[config.mk]
export PLATFORM = sky130hd
export DESIGN_NAME = basic_mode_control
export DESIGN_NICKNAME = d
export VERILOG_FILES = /design/src/bmc_pkg.sv /design/src/basic_mode_control.sv /design/src/col_test_gen.sv
export SDC_FILE = /design/constraint.sdc
export NUM_CORES = 1
export LEC_CHECK = 0
export BUFFER_PORTS_ARGS = -buffer_cell sky130_fd_sc_hd__buf_2
export CORE_MARGIN = 10
export CORE_UTILIZATION = 49
export CTS_BUF_LIST = sky130_fd_sc_hd__clkbuf_4
export CTS_CLUSTER_SIZE = 28
export DETAILED_ROUTE_END_ITERATION = 6
export PLACE_DENSITY_LB_ADDON = 0.1
export SYNTH_ARGS = -nofsm -noshare
export SYNTH_HDL_FRONTEND = slang
export SYNTH_HIERARCHICAL = 1
export SYNTH_SLANG_ARGS = --single-unit
export TNS_END_PERCENT = 10
[constraint.sdc]
create_clock -name REF_CLK -period 1.49 [get_ports REF_CLK]
set_input_delay 0.2235 -clock REF_CLK [delete_from_list [all_inputs] [get_ports REF_CLK]]
set_output_delay 0.2235 -clock REF_CLK [all_outputs]
set_load 0.005 [all_outputs]
[src/bmc_pkg.sv]
// package: constants and carriers for the basic mode control register block
package bmc_pkg;
    localparam logic [4:0]  BASIC_MODE_CONTROL_ADDR = 5'h00;
    localparam int          RESET_BIT    = 15;
    localparam int          LOOPBACK_BIT = 14;
    localparam int          SPEED_BIT    = 13;
    localparam int          AUTONEG_BIT  = 12;
    localparam int          PDOWN_BIT    = 11;
    localparam int          ISOLATE_BIT  = 10;
    localparam int          RESTART_BIT  = 9;
    localparam int          DUPLEX_BIT   = 8;
    localparam int          COLTEST_BIT  = 7;
    localparam logic [15:0] WRITE_MASK   = 16'hFF80;
    localparam logic [2:0]  STRAP_RESET  = 3'h7;
    // soft reset hold time and collision test delays at the 50 MHz reference
    localparam int          CLK_NS         = 20;
    localparam int          SOFT_RESET_NS  = 1000;
    localparam int          SOFT_RESET_CYC = (SOFT_RESET_NS + CLK_NS - 1) / CLK_NS;
    localparam int          COL_ON_CYC     = 8;
    localparam int          COL_OFF_CYC    = 1;

    typedef struct packed {
        logic autoneg;
        logic speed;
        logic duplex;
    } strap_s;

    typedef struct packed {
        logic loopback;
        logic powerdown;
        logic isolate;
        logic autoneg_en;
        logic restart_an;
        logic speed_100;
        logic full_duplex;
        logic col_test;
    } phy_ctrl_s;
endpackage

[src/basic_mode_control.sv]
// basic mode control register with strap loading, soft reset and mode outputs
`timescale 1ns/10ps
module basic_mode_control
    import bmc_pkg::*;
(
    // clock and reset
    input  wire logic        REF_CLK,
    input  wire logic        RST,
    // register access
    input  wire logic        REG_WR,
    input  wire logic        REG_RD,
    input  wire logic [4:0]  REG_ADDR,
    input  wire logic [15:0] REG_WDATA,
    output logic      [15:0] REG_RDATA,
    // straps: pins and software strap bits
    input  wire logic [2:0]  PIN_STRAP,
    input  wire logic        SOFT_STRAP_MODE,
    input  wire logic        CONFIG_DONE,
    // power-down pin, active low
    input  wire logic        INTERRUPT_POWERDOWN_PIN_N,
    // negotiation engine
    input  wire logic        AN_STARTED,
    // MII side
    input  wire logic        TX_EN,
    // outputs
    output phy_ctrl_s        CTRL,
    output logic             PHY_SOFT_RESET,
    output logic             COL
);
    typedef struct packed {
        logic [2:0]  pin_meta;
        logic [2:0]  pin_sync;
        logic [1:0]  pd_sync;
        logic        tx_meta;
        logic        tx_sync;
        logic        strap_load;
        logic [1:0]  strap_wait;
        strap_s      sw_strap;
        logic        sw_valid;
        logic [15:0] bmc;
        logic [7:0]  sr_cnt;
        phy_ctrl_s   ctrl;
        logic        sreset;
        logic [15:0] rdata;
    } state_s;

    state_s st;
    state_s next_st;
    strap_s dflt;
    logic   col_int;
    logic   wr_hit;

    assign wr_hit = REG_WR && (REG_ADDR == BASIC_MODE_CONTROL_ADDR);

    // software strap wins over the pin strap
    always_comb begin
        dflt = st.sw_valid ? st.sw_strap : strap_s'(st.pin_sync);
    end

    // register next state
    always_comb begin
        next_st = st;
        next_st.pin_meta = PIN_STRAP;
        next_st.pin_sync = st.pin_meta;
        next_st.pd_sync  = {st.pd_sync[0], INTERRUPT_POWERDOWN_PIN_N};
        next_st.tx_meta  = TX_EN;
        next_st.tx_sync  = st.tx_meta;
        // hold the strap load until the pin synchroniser has filled
        next_st.strap_wait = {st.strap_wait[0], 1'b0};
        next_st.strap_load = st.strap_wait[1];
        // software strap bits written only in strap mode
        if (wr_hit && SOFT_STRAP_MODE) begin
            next_st.sw_strap = {REG_WDATA[AUTONEG_BIT], REG_WDATA[SPEED_BIT],
                                REG_WDATA[DUPLEX_BIT]};
        end
        if (SOFT_STRAP_MODE && CONFIG_DONE) begin
            next_st.sw_valid = 1'b1;
            next_st.strap_load = 1'b1;
        end
        // settled pin straps after release, or config done, load strap defaults
        if (st.strap_load) begin
            next_st.bmc[AUTONEG_BIT] = dflt.autoneg;
            next_st.bmc[SPEED_BIT]   = dflt.speed;
            next_st.bmc[DUPLEX_BIT]  = dflt.duplex;
        end
        if (st.sr_cnt != 8'h00) begin
            // soft reset running: hold defaults, bit 15 reads one
            next_st.sr_cnt = st.sr_cnt - 8'h01;
            next_st.bmc = '0;
            next_st.bmc[RESET_BIT] = 1'b1;
            next_st.bmc[AUTONEG_BIT] = dflt.autoneg;
            next_st.bmc[SPEED_BIT]   = dflt.speed;
            next_st.bmc[DUPLEX_BIT]  = dflt.duplex;
            if (st.sr_cnt == 8'h01) begin
                next_st.bmc[RESET_BIT] = 1'b0;
            end
        end else if (wr_hit && !SOFT_STRAP_MODE) begin
            next_st.bmc = REG_WDATA & WRITE_MASK;
            // clearing restart by write leaves a pending one alone unless autoneg is written zero
            next_st.bmc[RESTART_BIT] = st.bmc[RESTART_BIT] | REG_WDATA[RESTART_BIT];
            if (!REG_WDATA[AUTONEG_BIT]) begin
                next_st.bmc[RESTART_BIT] = 1'b0;
            end
            if (REG_WDATA[RESET_BIT]) begin
                next_st.sr_cnt = 8'(SOFT_RESET_CYC);
                next_st.bmc[RESET_BIT] = 1'b1;
            end
        end
        // restart self-clears once negotiation has begun; a new request wins
        if (st.bmc[RESTART_BIT] && AN_STARTED && st.sr_cnt == 8'h00
            && !(wr_hit && !SOFT_STRAP_MODE && REG_WDATA[RESTART_BIT]
                 && REG_WDATA[AUTONEG_BIT])) begin
            next_st.bmc[RESTART_BIT] = 1'b0;
        end
        // low pin forces the power-down bit
        if (!st.pd_sync[1]) begin
            next_st.bmc[PDOWN_BIT] = 1'b1;
        end
        next_st.sreset = (st.sr_cnt != 8'h00);
        // decoded controls
        next_st.ctrl.loopback   = st.bmc[LOOPBACK_BIT];
        next_st.ctrl.powerdown  = st.bmc[PDOWN_BIT] | ~st.pd_sync[1];
        next_st.ctrl.isolate    = st.bmc[ISOLATE_BIT];
        next_st.ctrl.autoneg_en = st.bmc[AUTONEG_BIT];
        next_st.ctrl.restart_an = st.bmc[RESTART_BIT] & st.bmc[AUTONEG_BIT];
        // forced speed and duplex only when negotiation is off
        next_st.ctrl.speed_100   = st.bmc[AUTONEG_BIT] ? 1'b1 : st.bmc[SPEED_BIT];
        next_st.ctrl.full_duplex = st.bmc[AUTONEG_BIT] ? 1'b1 : st.bmc[DUPLEX_BIT];
        next_st.ctrl.col_test   = st.bmc[COLTEST_BIT];
        // read data, management stays live even when isolated or powered down
        next_st.rdata = (REG_RD && REG_ADDR == BASIC_MODE_CONTROL_ADDR)
                        ? (st.bmc & WRITE_MASK) : 16'h0000;
    end

    // state registers; straps loaded once the pin synchroniser has filled
    always_ff @(posedge REF_CLK or posedge RST) begin
        if (RST) begin
            st <= '0;
            st.pd_sync <= 2'b11;
            st.strap_wait <= 2'h1;
            st.bmc <= {2'b00, STRAP_RESET[1], STRAP_RESET[2], 3'b000,
                       STRAP_RESET[0], 8'h00};
        end else begin
            st <= next_st;
        end
    end

    // collision test timing
    col_test_gen u_col (
        .clk    (REF_CLK),
        .rst    (RST),
        .enable (st.ctrl.col_test),
        .tx_en  (st.tx_sync),
        .col    (col_int)
    );

    assign REG_RDATA      = st.rdata;
    assign CTRL           = st.ctrl;
    assign PHY_SOFT_RESET = st.sreset;
    assign COL            = col_int;
endmodule

[src/col_test_gen.sv]
// collision test generator: COL follows TX_EN while enabled
`timescale 1ns/10ps
module col_test_gen
    import bmc_pkg::*;
(
    // clock and reset
    input  wire logic clk,
    input  wire logic rst,
    // control
    input  wire logic enable,
    input  wire logic tx_en,
    // result
    output logic      col
);
    typedef struct packed {
        logic [3:0] cnt;
        logic       col;
    } cstate_s;

    cstate_s st;
    cstate_s next_st;

    // delay COL rise by a few cycles, drop it at once
    always_comb begin
        next_st = st;
        if (!enable || !tx_en) begin
            next_st.cnt = '0;
            next_st.col = 1'b0;
        end else if (st.cnt >= 4'(COL_ON_CYC - 1)) begin
            next_st.col = 1'b1;
        end else begin
            next_st.cnt = st.cnt + 4'h1;
        end
    end

    always_ff @(posedge clk or posedge rst) begin
        if (rst) begin
            st <= '0;
        end else begin
            st <= next_st;
        end
    end

    assign col = st.col;
endmodule

==> results.txt, run 1 <==
routing usage on met3: 6.90%
clock insertion delay at the later pin of the skew report: 0.38 ns
final WL: 4460 µm
WL/cell: 13.8 µm
fraction of final layout cells sized beyond drive strength 1: 38.1%
startpoint class of the critical path: flop
number of design rule violations left after detail routing: 0
Max rail drop VDD: 0.754 mV
minimum setup slack after placement: 0.0540 ns
hold violation total from the final report: 0
clock tree from TritonCTS: built
destination of the worst register-to-register timing path: st[29]$_DFFE_PP0P_
final weighted congestion in routability-driven placement: 0.808
RSZ-0062 raised after global routing: no
cell with the most instances after synthesis: sky130_fd_sc_hd__dfrtp_1
min-delay worst type: in2reg
global routing usage on met1: 13.5%
initial antenna violation count: 0
vias in the first global route: 1608
Async SR Flop Fraction: 100%
relative contribution of combinational cells to total power: 22.2%
Min-Delay Startpoint: CONFIG_DONE
Worst EP required: 1.80 ns
startpoint of the worst-slack reg-to-reg timing path: st[25]$_DFFE_PP0P_
number of enable-type register cells in the synthesized netlist: 0
sequential group share of total power: 53.0%
cell area power density: 1260 nW/µm²
Diodes inserted: 0
cell family with the largest share of critical-path delay: simple AND/OR/NAND/NOR gates
Post-DP HPWL: 3350 µm
Vias per Instance: 4.71
H-tree levels: 3
clock period minus worst slack: 1.43 ns
net count of the finished layout: 289
Chip Height: 89.9 µm
cell with the biggest individual delay on the critical path: sky130_fd_sc_hd__dfrtp_1
count of vias placed by the detailed router: 1525
average footprint of a synthesized cell: 12.3 µm²
die area: 8080 µm²
endpoint of the worst hold-timing path: st[49]$_DFFE_PP0P_
first-pass iteration count of the detailed router: 4
horizontal die dimension: 89.9 µm
final clock skew: 0.0113 ns
endpoints failing setup: 0
clock group share of total power: 24.8%
Inserted Clock Buffers: 9
achievable frequency: 0.700 GHz
data arrival time of the critical path: 1.74 ns
flop2flop setup slack: 0.06 ns
sw power: 0.00103 W
Post-synth top cells: sky130_fd_sc_hd__dfrtp_1, sky130_fd_sc_hd__buf_4
relative area change from synthesis to final layout: 18.0%
pin count of the biggest net entering global routing: 53
met2 track demand over resource: 17.1%
CP Capture Type: flop
series of cell instances along the critical path: inv_1, ha_2, and3_1, buf_4, or3_4, nand3_2
final worst-path cycle share: 95.9%
area of the core: 4720 µm²
number of buffers on the longest clock path: 2
most used flip-flop cell after synthesis: sky130_fd_sc_hd__dfrtp_1
run status: completed
worst path bufs/invs: 2
global-route congestion overflow total: 0
number of cell instances on the worst register-to-register path: 6
Initial Utilization: 50.6%
Post-Syn Instances: 195
cell type with the highest aggregate area in the netlist: sky130_fd_sc_hd__dfrtp_1
global-route usage over all layers: 11.8%
maxcap violations: 0
hold path cells: 2
synth warn: 6
global-route wire length before repair: 7710 µm
cell at the root of the clock tree: sky130_fd_sc_hd__clkbuf_4
number of slew-limit violations in the final report: 0
Antenna Violating Nets Remaining: 0
GRT busiest layer: met2
number of violations reported at the end of detailed-routing iteration 0: 52
Worst Path Max Fanout: 5
number of distinct library cells after synthesis: 42
static leakage power: 1.45 nW
number of port buffers: 44
clk sink count: 57
area share of the largest cell type after synthesis: 53.3%
Site Rows: 25
CP peak stage delay: 0.37 ns
final setup TNS: 0 ns
internal power component: 0.00253 W
# IOs: 59
clock-pin slew on the worst setup and hold paths: 0.09 ns
proportion of total power due to net switching: 29.0%
worst path setup slack after routing: 0.0612 ns
area of the mapped netlist: 2390 µm²
number of storage elements in the synthesis netlist: 57
part of the Yosys area used for sequential elements: 59.9%
Final Util: 59.8%
leading cell types by total area after synthesis: sky130_fd_sc_hd__dfrtp_1, sky130_fd_sc_hd__buf_4, sky130_fd_sc_hd__dfstp_2
WS Path Type: reg2reg
==> power groups by stage <==
stage               Sequential (W)  Combinational, W  Clock (W)
detailed placement         0.00191          0.000739          0
global placement           0.00190          0.000727          0
finish                     0.00189          0.000791   0.000881
CTS                        0.00188          0.000753   0.000932
global route               0.00192          0.000890    0.00101
floorplan                  0.00190          0.000467          0
==> placed cells by master, fill, tap and decap left out, types with 4 or more instances in the layout <==
| master | netlist | routed |
|---|---|---|
| sky130_fd_sc_hd__clkbuf_4 | 0 | 11 |
| sky130_fd_sc_hd__buf_4 | 26 | 16 |
| sky130_fd_sc_hd__and3_1 | 10 | 10 |
| sky130_fd_sc_hd__inv_1 | 7 | 6 |
| sky130_fd_sc_hd__nand3_1 | 6 | 5 |
| sky130_fd_sc_hd__dfrtp_1 | 51 | 51 |
| sky130_fd_sc_hd__dfstp_2 | 6 | 6 |
| sky130_fd_sc_hd__a21oi_1 | 10 | 10 |
| sky130_fd_sc_hd__mux2i_1 | 10 | 10 |
| sky130_fd_sc_hd__nor2_1 | 4 | 4 |
| sky130_fd_sc_hd__nand2_1 | 10 | 10 |
| sky130_fd_sc_hd__conb_1 | 1 | 8 |
| sky130_fd_sc_hd__a21o_1 | 5 | 5 |
| sky130_fd_sc_hd__buf_2 | 0 | 44 |
| sky130_fd_sc_hd__dlygate4sd3_1 | 0 | 6 |
| sky130_fd_sc_hd__nor2b_1 | 5 | 5 |
==> worst register-to-register path, delay by kind of cell, from the launching register on <==
| family | cells | cell delay [ns] |
|---|---|---|
| AND/OR/NAND/NOR | 3 | 0.58 |
| flip-flops | 1 | 0.37 |
| buffers and inverters | 2 | 0.22 |
| adder cells (fa/ha/maj) | 1 | 0.19 |
==> routing by layer <==
layer	share of wire, %	vias to the layer above	wire length [µm]
met4	1.7	0	76
met1	43	715	1930
met2	46	49	2060
met3	8.8	8	391
met5	0	-	0
li1	-	753	-
==> area by class of cell <==
| cell class | count | area, µm² |
|---|---|---|
| clock buffer | 11 | 82.6 |
| inverter | 8 | 30.0 |
| clock inverter | 5 | 23.8 |
| timing repair buffer | 67 | 420 |
| fill | 409 | 1900 |
| sequential | 57 | 1430 |
| tap | 67 | 83.8 |
| multi-input combinational | 109 | 749 |
==> through the flow <==
| step | power [W] | area [µm²] | cells | hold slack [ns] |
|---|---|---|---|---|
| 6_report | 0.00356 | 2820 | 324 | 0.0660 |
| 5_1_grt | 0.00382 | 2820 | 324 | 0.0119 |
| 4_1_cts | 0.00357 | 2800 | 323 | 0.0302 |
| 3_5_place_dp | 0.00265 | 2640 | 301 | 0.146 |
| 3_3_place_gp | 0.00263 | 2640 | 301 | 0.135 |
| 2_1_floorplan | 0.00237 | 2420 | 202 | 0.00202 |
==> registers in the layout, indices dropped and copies added (netlist names) <==
register        cells
next_st            10
REG_RDATA           9
u_col/st            4
st                 24
PHY_SOFT_RESET      1
u_col/col           1
CTRL                8
==> logic make-up (layout without fill, tap and decap cells) <==
group,count (synthesis),after routing,synth area share (%)
buffers and inverters,36,91,10.4
other,1,8,0.157
AND/OR/NAND/NOR,58,58,14.7
AO/OA/AOI/OAI,24,24,6.38
XOR/XNOR,2,2,0.732
multiplexers,13,13,5.60
adder cells (fa/ha/maj),4,4,2.09
flip-flops,57,57,59.9
==> how the worst max path moves through the flow <==
| stage | startpoint | end | cells after the start |
|---|---|---|---|
| floorplan | RST | CTRL[0]$_DFF_PP0_ | 1 |
| global placement | REG_ADDR[1] | next_st[21]$_DFFE_PP1P_ | 6 |
| detailed placement | st[25]$_DFFE_PP0P_ | st[29]$_DFFE_PP0P_ | 6 |
| CTS | st[25]$_DFFE_PP0P_ | st[29]$_DFFE_PP0P_ | 6 |
| global route | st[25]$_DFFE_PP0P_ | st[48]$_DFFE_PP0P_ | 5 |
| finish | st[25]$_DFFE_PP0P_ | st[29]$_DFFE_PP0P_ | 6 |
==> timing repair <==
| action | CTS | global route |
|---|---|---|
| hold buffers | 6 | 0 |
| hold endpoints to repair | 56 | 0 |
| setup endpoints to repair | 0 | 2 |
| buffers inserted | 0 | 1 |
| gates resized for setup | 0 | 3 |
No activity file was read; power rests on OpenSTA's default activity.
==> inputs of run 2 (changes only) <==
- CORE_ASPECT_RATIO: unset -> 1.25
==> run 2 against run 1 <==
  * Largest power group unchanged
  * Routed wire length up 1.5%
  * First-iteration DRC count increased by 19%
  * Sequential share of layout area decreased by 0.067 points
  * Die area grew 0.22%
  * Flip-flop and latch count is the same
  * Power is 4.1% higher
  * Non-clock buffer count fell by 1
  * Global-route usage is 0.33 points higher
  * Count of clock-buffer cells in the layout rose by 1
  * Register-to-register slack is essentially flat
  * Largest cell class unchanged
  * Via count down 0.98%
  * Hold slack worse by 0.0041 ns
==> results.txt, run 2 (synthesis gave the netlist of run 1 again) <==
hold violation total from the final report: 0 (unchanged)
most frequent cells in the layout: sky130_fd_sc_hd__dfrtp_1, sky130_fd_sc_hd__buf_2, sky130_fd_sc_hd__buf_4 (unchanged)
worst path setup slack after routing: 0.0727 ns (was 0.0612 ns)
Largest register FFs: 24 (unchanged)
horizontal die dimension: 82.5 µm (was 89.9 µm)
fraction of final layout cells sized beyond drive strength 1: 37.9% (was 38.1%)
final weighted congestion in routability-driven placement: 0.762 (was 0.808)
initial antenna violation count: 0 (unchanged)
die area: 8090 µm² (was 8080 µm²)
Worst EP required: 1.81 ns (was 1.80 ns)
most flop-heavy register: st (unchanged)
routing usage on met3: 3.76% (was 6.90%)
clk sink count: 57 (unchanged)
Vias per Instance: 4.78 (was 4.71)
number of violations reported at the end of detailed-routing iteration 0: 62 (was 52)
achievable frequency: 0.706 GHz (was 0.700 GHz)
Chip Height: 98.1 µm (was 89.9 µm)
H-tree levels: 3 (unchanged)
met2 track demand over resource: 18.8% (was 17.1%)
clock tree from TritonCTS: built (unchanged)
clock period minus worst slack: 1.42 ns (was 1.43 ns)
most common cell after layout, fill and taps aside: sky130_fd_sc_hd__dfrtp_1 (unchanged)
cell at the root of the clock tree: sky130_fd_sc_hd__clkbuf_4 (unchanged)
Initial Utilization: 50.6% (about the same)
data arrival time of the critical path: 1.74 ns (about the same)
number of buffers inserted to repair setup after CTS: 0 (unchanged)
run status: completed (unchanged)
Diodes inserted: 0 (unchanged)
final std cell area, no fill: 2830 µm² (was 2820 µm²)
Antenna Violating Nets Remaining: 0 (unchanged)
relative area change from synthesis to final layout: 18.2% (was 18.0%)
WL/cell: 14.3 µm (was 13.8 µm)
endpoints failing setup: 0 (unchanged)
CP Capture Type: flop (unchanged)
global-route wire length before repair: 7530 µm (was 7710 µm)
Inserted Clock Buffers: 9 (unchanged)
GRT busiest layer: met2 (unchanged)
Multi-input gate area: 742 µm² (was 749 µm²)
count of fill cells added during filler insertion: 403 (was 409)
WS Path Type: reg2reg (unchanged)
Worst Path Max Fanout: 5 (unchanged)
min-delay worst type: in2reg (unchanged)
first-pass iteration count of the detailed router: 4 (unchanged)
pin count of the biggest net entering global routing: 28 (was 53)
final worst-path cycle share: 95.1% (was 95.9%)
number of port buffers: 44 (unchanged)
register area: 1430 µm² (unchanged)
Site Rows: 28 (was 25)
clock insertion delay at the later pin of the skew report: 0.38 ns (about the same)
global-route usage over all layers: 12.1% (was 11.8%)
maxcap violations: 0 (unchanged)
Post-DP HPWL: 3510 µm (was 3350 µm)
clock-pin slew on the worst setup and hold paths: 0.09 ns (about the same)
number of buffers on the longest clock path: 2 (unchanged)
static leakage power: 1.46 nW (was 1.45 nW)
number of design rule violations left after detail routing: 0 (unchanged)
# IOs: 59 (unchanged)
count of vias placed by the detailed router: 1510 (was 1525)
cell area power density: 1310 nW/µm² (was 1260 nW/µm²)
global-route congestion overflow total: 0 (unchanged)
global routing usage on met1: 13.8% (was 13.5%)
final clock skew: 0.00999 ns (was 0.0113 ns)
startpoint class of the critical path: flop (unchanged)
vias in the first global route: 1662 (was 1608)
number of slew-limit violations in the final report: 0 (unchanged)
RSZ-0062 raised after global routing: no (unchanged)
final WL: 4530 µm (was 4460 µm)
cell area after placement: 2630 µm² (was 2640 µm²)
area of the core: 4730 µm² (was 4720 µm²)
minimum setup slack after placement: -0.0452 ns (was 0.0540 ns)
net count of the finished layout: 288 (was 289)
Max rail drop VDD: 0.792 mV (was 0.754 mV)
-- run 2: critical path, cell delays in order (launching register included) --
cell	delay, ns
sky130_fd_sc_hd__dfrtp_1	0.36
sky130_fd_sc_hd__inv_1	0.06
sky130_fd_sc_hd__ha_1	0.21
sky130_fd_sc_hd__and3_4	0.16
sky130_fd_sc_hd__buf_4	0.15
sky130_fd_sc_hd__or3_1	0.34
sky130_fd_sc_hd__nand3_1	0.09
-- run 2: area by class of cell --
cell class | count | area share (%)
multi-input combinational | 109 | 26.2
timing repair buffer | 66 | 14.6
clock inverter | 4 | 1.55
inverter | 8 | 1.06
sequential | 57 | 50.7
clock buffer | 12 | 3.19
tap | 60 | 2.65
-- run 2: metrics by stage --
stage	std cells	total power [W]	utilization, %	setup TNS, ns	hold slack [ns]
3_5_place_dp	294	0.00265	55.6	-0.110	0.149
6_report	316	0.00370	59.8	0	0.0620
3_3_place_gp	294	0.00262	55.6	0	0.135
4_1_cts	316	0.00375	59.7	0	0.0303
5_1_grt	316	0.00393	59.8	0	0.0610
2_1_floorplan	202	0.00237	-	0	0.00202
-- run 2: layer usage --
| layer | vias to the layer above | part of all wire, % | routed length, µm |
|---|---|---|---|
| li1 | 746 | - | - |
| met1 | 714 | 41 | 1860 |
| met2 | 40 | 49 | 2230 |
| met3 | 10 | 7.4 | 335 |
| met4 | 0 | 2.2 | 101 |
| met5 | - | 0 | 0 |
-- run 2: timing repair --
action	CTS	global route
hold endpoints to repair	21	0
hold buffers	6	0
gates resized for setup	0	1
endpoints found under the setup margin	0	3
-- run 2: power breakdown --
group / internal (W) / leakage [nW] / switching [W] / total [W]
sequential: 0.00173 / 0.710 / 0.000142 / 0.00188
clock: 0.000559 / 0.0787 / 0.000514 / 0.00107
combinational: 0.000399 / 0.667 / 0.000353 / 0.000752
total: 0.00269 / 1.46 / 0.00101 / 0.00370
-- run 2: path summary, 6_finish.rpt --
path	startpoint	end	slack [ns]	depth (start not counted)
setup / recovery	st[25]$_DFFE_PP0P_	st[29]$_DFFE_PP0P_	0.07	6
hold / removal	CONFIG_DONE	st[49]$_DFFE_PP0P_	0.06	2
setup reg to reg	st[25]$_DFFE_PP0P_	st[29]$_DFFE_PP0P_	0.07	6
hold reg to reg	next_st[61]$_DFF_PP0_	st[61]$_DFF_PP0_	0.36	0
max in group asynchronous	RST	next_st[59]$_DFF_PP1_	0.59	4
min in group asynchronous	RST	u_col/st[3]$_DFFE_PP0P_	0.29	3
==> inputs of run 3 (changes only) <==
- PLACE_DENSITY: unset -> 0.77
- PLACE_DENSITY_LB_ADDON: 0.1 -> unset
==> run 3 against run 2 <==
  * Combinational power about the same
  * Non-clock buffer count shrank 1
  * Worst setup slack better by 0.022 ns
  * Cell count decreased by 0.32%
  * Critical endpoint is now st[30]$_DFFE_PP0P_
  * Largest cell class unchanged
==> results.txt, run 3 (synthesis gave the netlist of run 1 again) <==
internal power component: 0.00266 W (was 0.00269 W)
vias in the first global route: 1649 (was 1662)
pin count of the biggest net entering global routing: 53 (was 28)
startpoint class of the critical path: flop (unchanged)
worst path setup slack after routing: 0.0947 ns (was 0.0727 ns)
first-pass iteration count of the detailed router: 4 (unchanged)
Max rail drop VDD: 0.611 mV (was 0.792 mV)
run status: completed (unchanged)
cell with the biggest individual delay on the critical path: sky130_fd_sc_hd__dfrtp_1 (unchanged)
minimum setup slack after placement: 0.0222 ns (was -0.0452 ns)
clock tree from TritonCTS: built (unchanged)
static leakage power: 1.45 nW (was 1.46 nW)
most common cell after layout, fill and taps aside: sky130_fd_sc_hd__dfrtp_1 (unchanged)
net count of the finished layout: 287 (was 288)
die area: 8090 µm² (unchanged)
clock group share of total power: 28.0% (was 29.0%)
Multi-input gate area: 754 µm² (was 742 µm²)
fraction of final layout cells sized beyond drive strength 1: 37.6% (was 37.9%)
Antenna Violating Nets Remaining: 0 (unchanged)
number of non-filler instances in the completed layout: 315 (was 316)
clk sink count: 57 (unchanged)
cell area power density: 1300 nW/µm² (was 1310 nW/µm²)
hold violation total from the final report: 0 (unchanged)
final setup TNS: 0 ns (unchanged)
Inserted Clock Buffers: 9 (unchanged)
relative area change from synthesis to final layout: 18.7% (was 18.2%)
Largest register FFs: 24 (unchanged)
WS Path Type: reg2reg (unchanged)
Worst EP required: 1.76 ns (was 1.81 ns)
CP Capture Type: flop (unchanged)
Vias per Instance: 4.87 (was 4.78)
final WL: 4380 µm (was 4530 µm)
clock insertion delay at the later pin of the skew report: 0.38 ns (about the same)
count of fill cells added during filler insertion: 402 (was 403)
Chip Height: 98.1 µm (unchanged)
sequential group share of total power: 51.6% (was 50.7%)
achievable frequency: 0.717 GHz (was 0.706 GHz)
global-route usage over all layers: 12.0% (was 12.1%)
Post-DP HPWL: 3360 µm (was 3510 µm)
H-tree levels: 3 (unchanged)
initial antenna violation count: 0 (unchanged)
most frequent cells in the layout: sky130_fd_sc_hd__dfrtp_1, sky130_fd_sc_hd__buf_2, sky130_fd_sc_hd__buf_4 (unchanged)
cell at the root of the clock tree: sky130_fd_sc_hd__clkbuf_4 (unchanged)
flop2flop setup slack: 0.09 ns (was 0.07 ns)
number of port buffers: 44 (unchanged)
count of vias placed by the detailed router: 1534 (was 1510)
horizontal die dimension: 82.5 µm (unchanged)
clock-pin slew on the worst setup and hold paths: 0.09 ns (about the same)
number of slew-limit violations in the final report: 0 (unchanged)
relative contribution of combinational cells to total power: 20.4% (was 20.3%)
number of design rule violations left after detail routing: 0 (unchanged)
CP peak stage delay: 0.45 ns (was 0.36 ns)
register area: 1430 µm² (unchanged)
area of the core: 4730 µm² (unchanged)
global-route congestion overflow total: 0 (unchanged)
maxcap violations: 0 (unchanged)
Site Rows: 28 (unchanged)
endpoints failing setup: 0 (unchanged)
Final Hold Slack: 0.0677 ns (was 0.0620 ns)
proportion of total power due to net switching: 27.6% (was 27.3%)
RSZ-0062 raised after global routing: no (unchanged)
global-route wire length before repair: 7560 µm (was 7530 µm)
final weighted congestion in routability-driven placement: 0.786 (was 0.762)
Diodes inserted: 0 (unchanged)
final std cell area, no fill: 2840 µm² (was 2830 µm²)
number of buffers inserted to repair setup after CTS: 0 (unchanged)
most flop-heavy register: st (unchanged)
DP Cell Count: 293 (was 294)
series of cell instances along the critical path: nor3_4, and3_4, inv_2, a21o_1, a21boi_2 (was inv_1, ha_1, and3_4, buf_4, or3_1, nand3_1)
final worst-path cycle share: 93.6% (was 95.1%)
Worst Path Max Fanout: 7 (was 5)
WL/cell: 13.9 µm (was 14.3 µm)
number of buffers on the longest clock path: 2 (unchanged)
cell area after placement: 2630 µm² (about the same)
Initial Utilization: 50.6% (unchanged)
# IOs: 59 (unchanged)
data arrival time of the critical path: 1.67 ns (was 1.74 ns)
min-delay worst type: in2reg (unchanged)
clock period minus worst slack: 1.40 ns (was 1.42 ns)
number of violations reported at the end of detailed-routing iteration 0: 52 (was 62)
final clock skew: 0.0122 ns (was 0.00999 ns)
sw power: 0.00102 W (was 0.00101 W)
run 3: final timing paths:
check / from / to / cells after the start
setup / recovery: st[30]$_DFFE_PP0P_ / st[30]$_DFFE_PP0P_ / 5
setup reg to reg: st[30]$_DFFE_PP0P_ / st[30]$_DFFE_PP0P_ / 5
min in group asynchronous: RST / u_col/st[1]$_DFFE_PP0P_ / 3
hold / removal: CONFIG_DONE / st[55]$_DFF_PP0_ / 2
max in group asynchronous: RST / next_st[21]$_DFFE_PP1P_ / 4
hold reg to reg: next_st[60]$_DFF_PP0_ / st[60]$_DFF_PP0_ / 0
run 3: through the flow:
step | total power (W) | util [%]
5_1_grt | 0.00392 | 60.1
3_5_place_dp | 0.00264 | 55.7
2_1_floorplan | 0.00237 | -
4_1_cts | 0.00369 | 59.8
6_report | 0.00368 | 60.1
3_3_place_gp | 0.00261 | 55.7
run 3: power by group through the flow:
stage	combinational, W	clock, W	sequential (W)
finish	0.000751	0.00103	0.00190
global placement	0.000706	0	0.00190
detailed placement	0.000726	0	0.00191
CTS	0.000742	0.00107	0.00188
global route	0.000852	0.00115	0.00192
floorplan	0.000467	0	0.00190
run 3: what timing repair did:
item,in CTS,in global routing
endpoints found under the setup margin,1,2
gates resized for setup,1,3
endpoints found under the hold margin,56,0
gates cloned,0,0
hold buffers,6,0
run 3: routing by layer:
layer	vias up	wire length, µm	GRT usage, %
li1	751	-	-
met1	730	1620	12.2
met2	40	2250	19.8
met3	13	381	4.86
met4	0	125	7.35
met5	-	0	0
run 3: cell type report:
| type | instances | share of cell area [%] |
|---|---|---|
| clock buffer | 11 | 2.91 |
| clock inverter | 5 | 1.63 |
| inverter | 8 | 1.06 |
| multi-input combinational | 109 | 26.6 |
| sequential | 57 | 50.5 |
| tap | 60 | 2.64 |
| timing repair buffer | 65 | 14.7 |
run 3: critical path: cells and delay by family (launching register included):
kind / cells / cell delay, ns
AO/OA/AOI/OAI: 2 / 0.32
buffers and inverters: 1 / 0.07
flip-flops: 1 / 0.45
AND/OR/NAND/NOR: 2 / 0.45
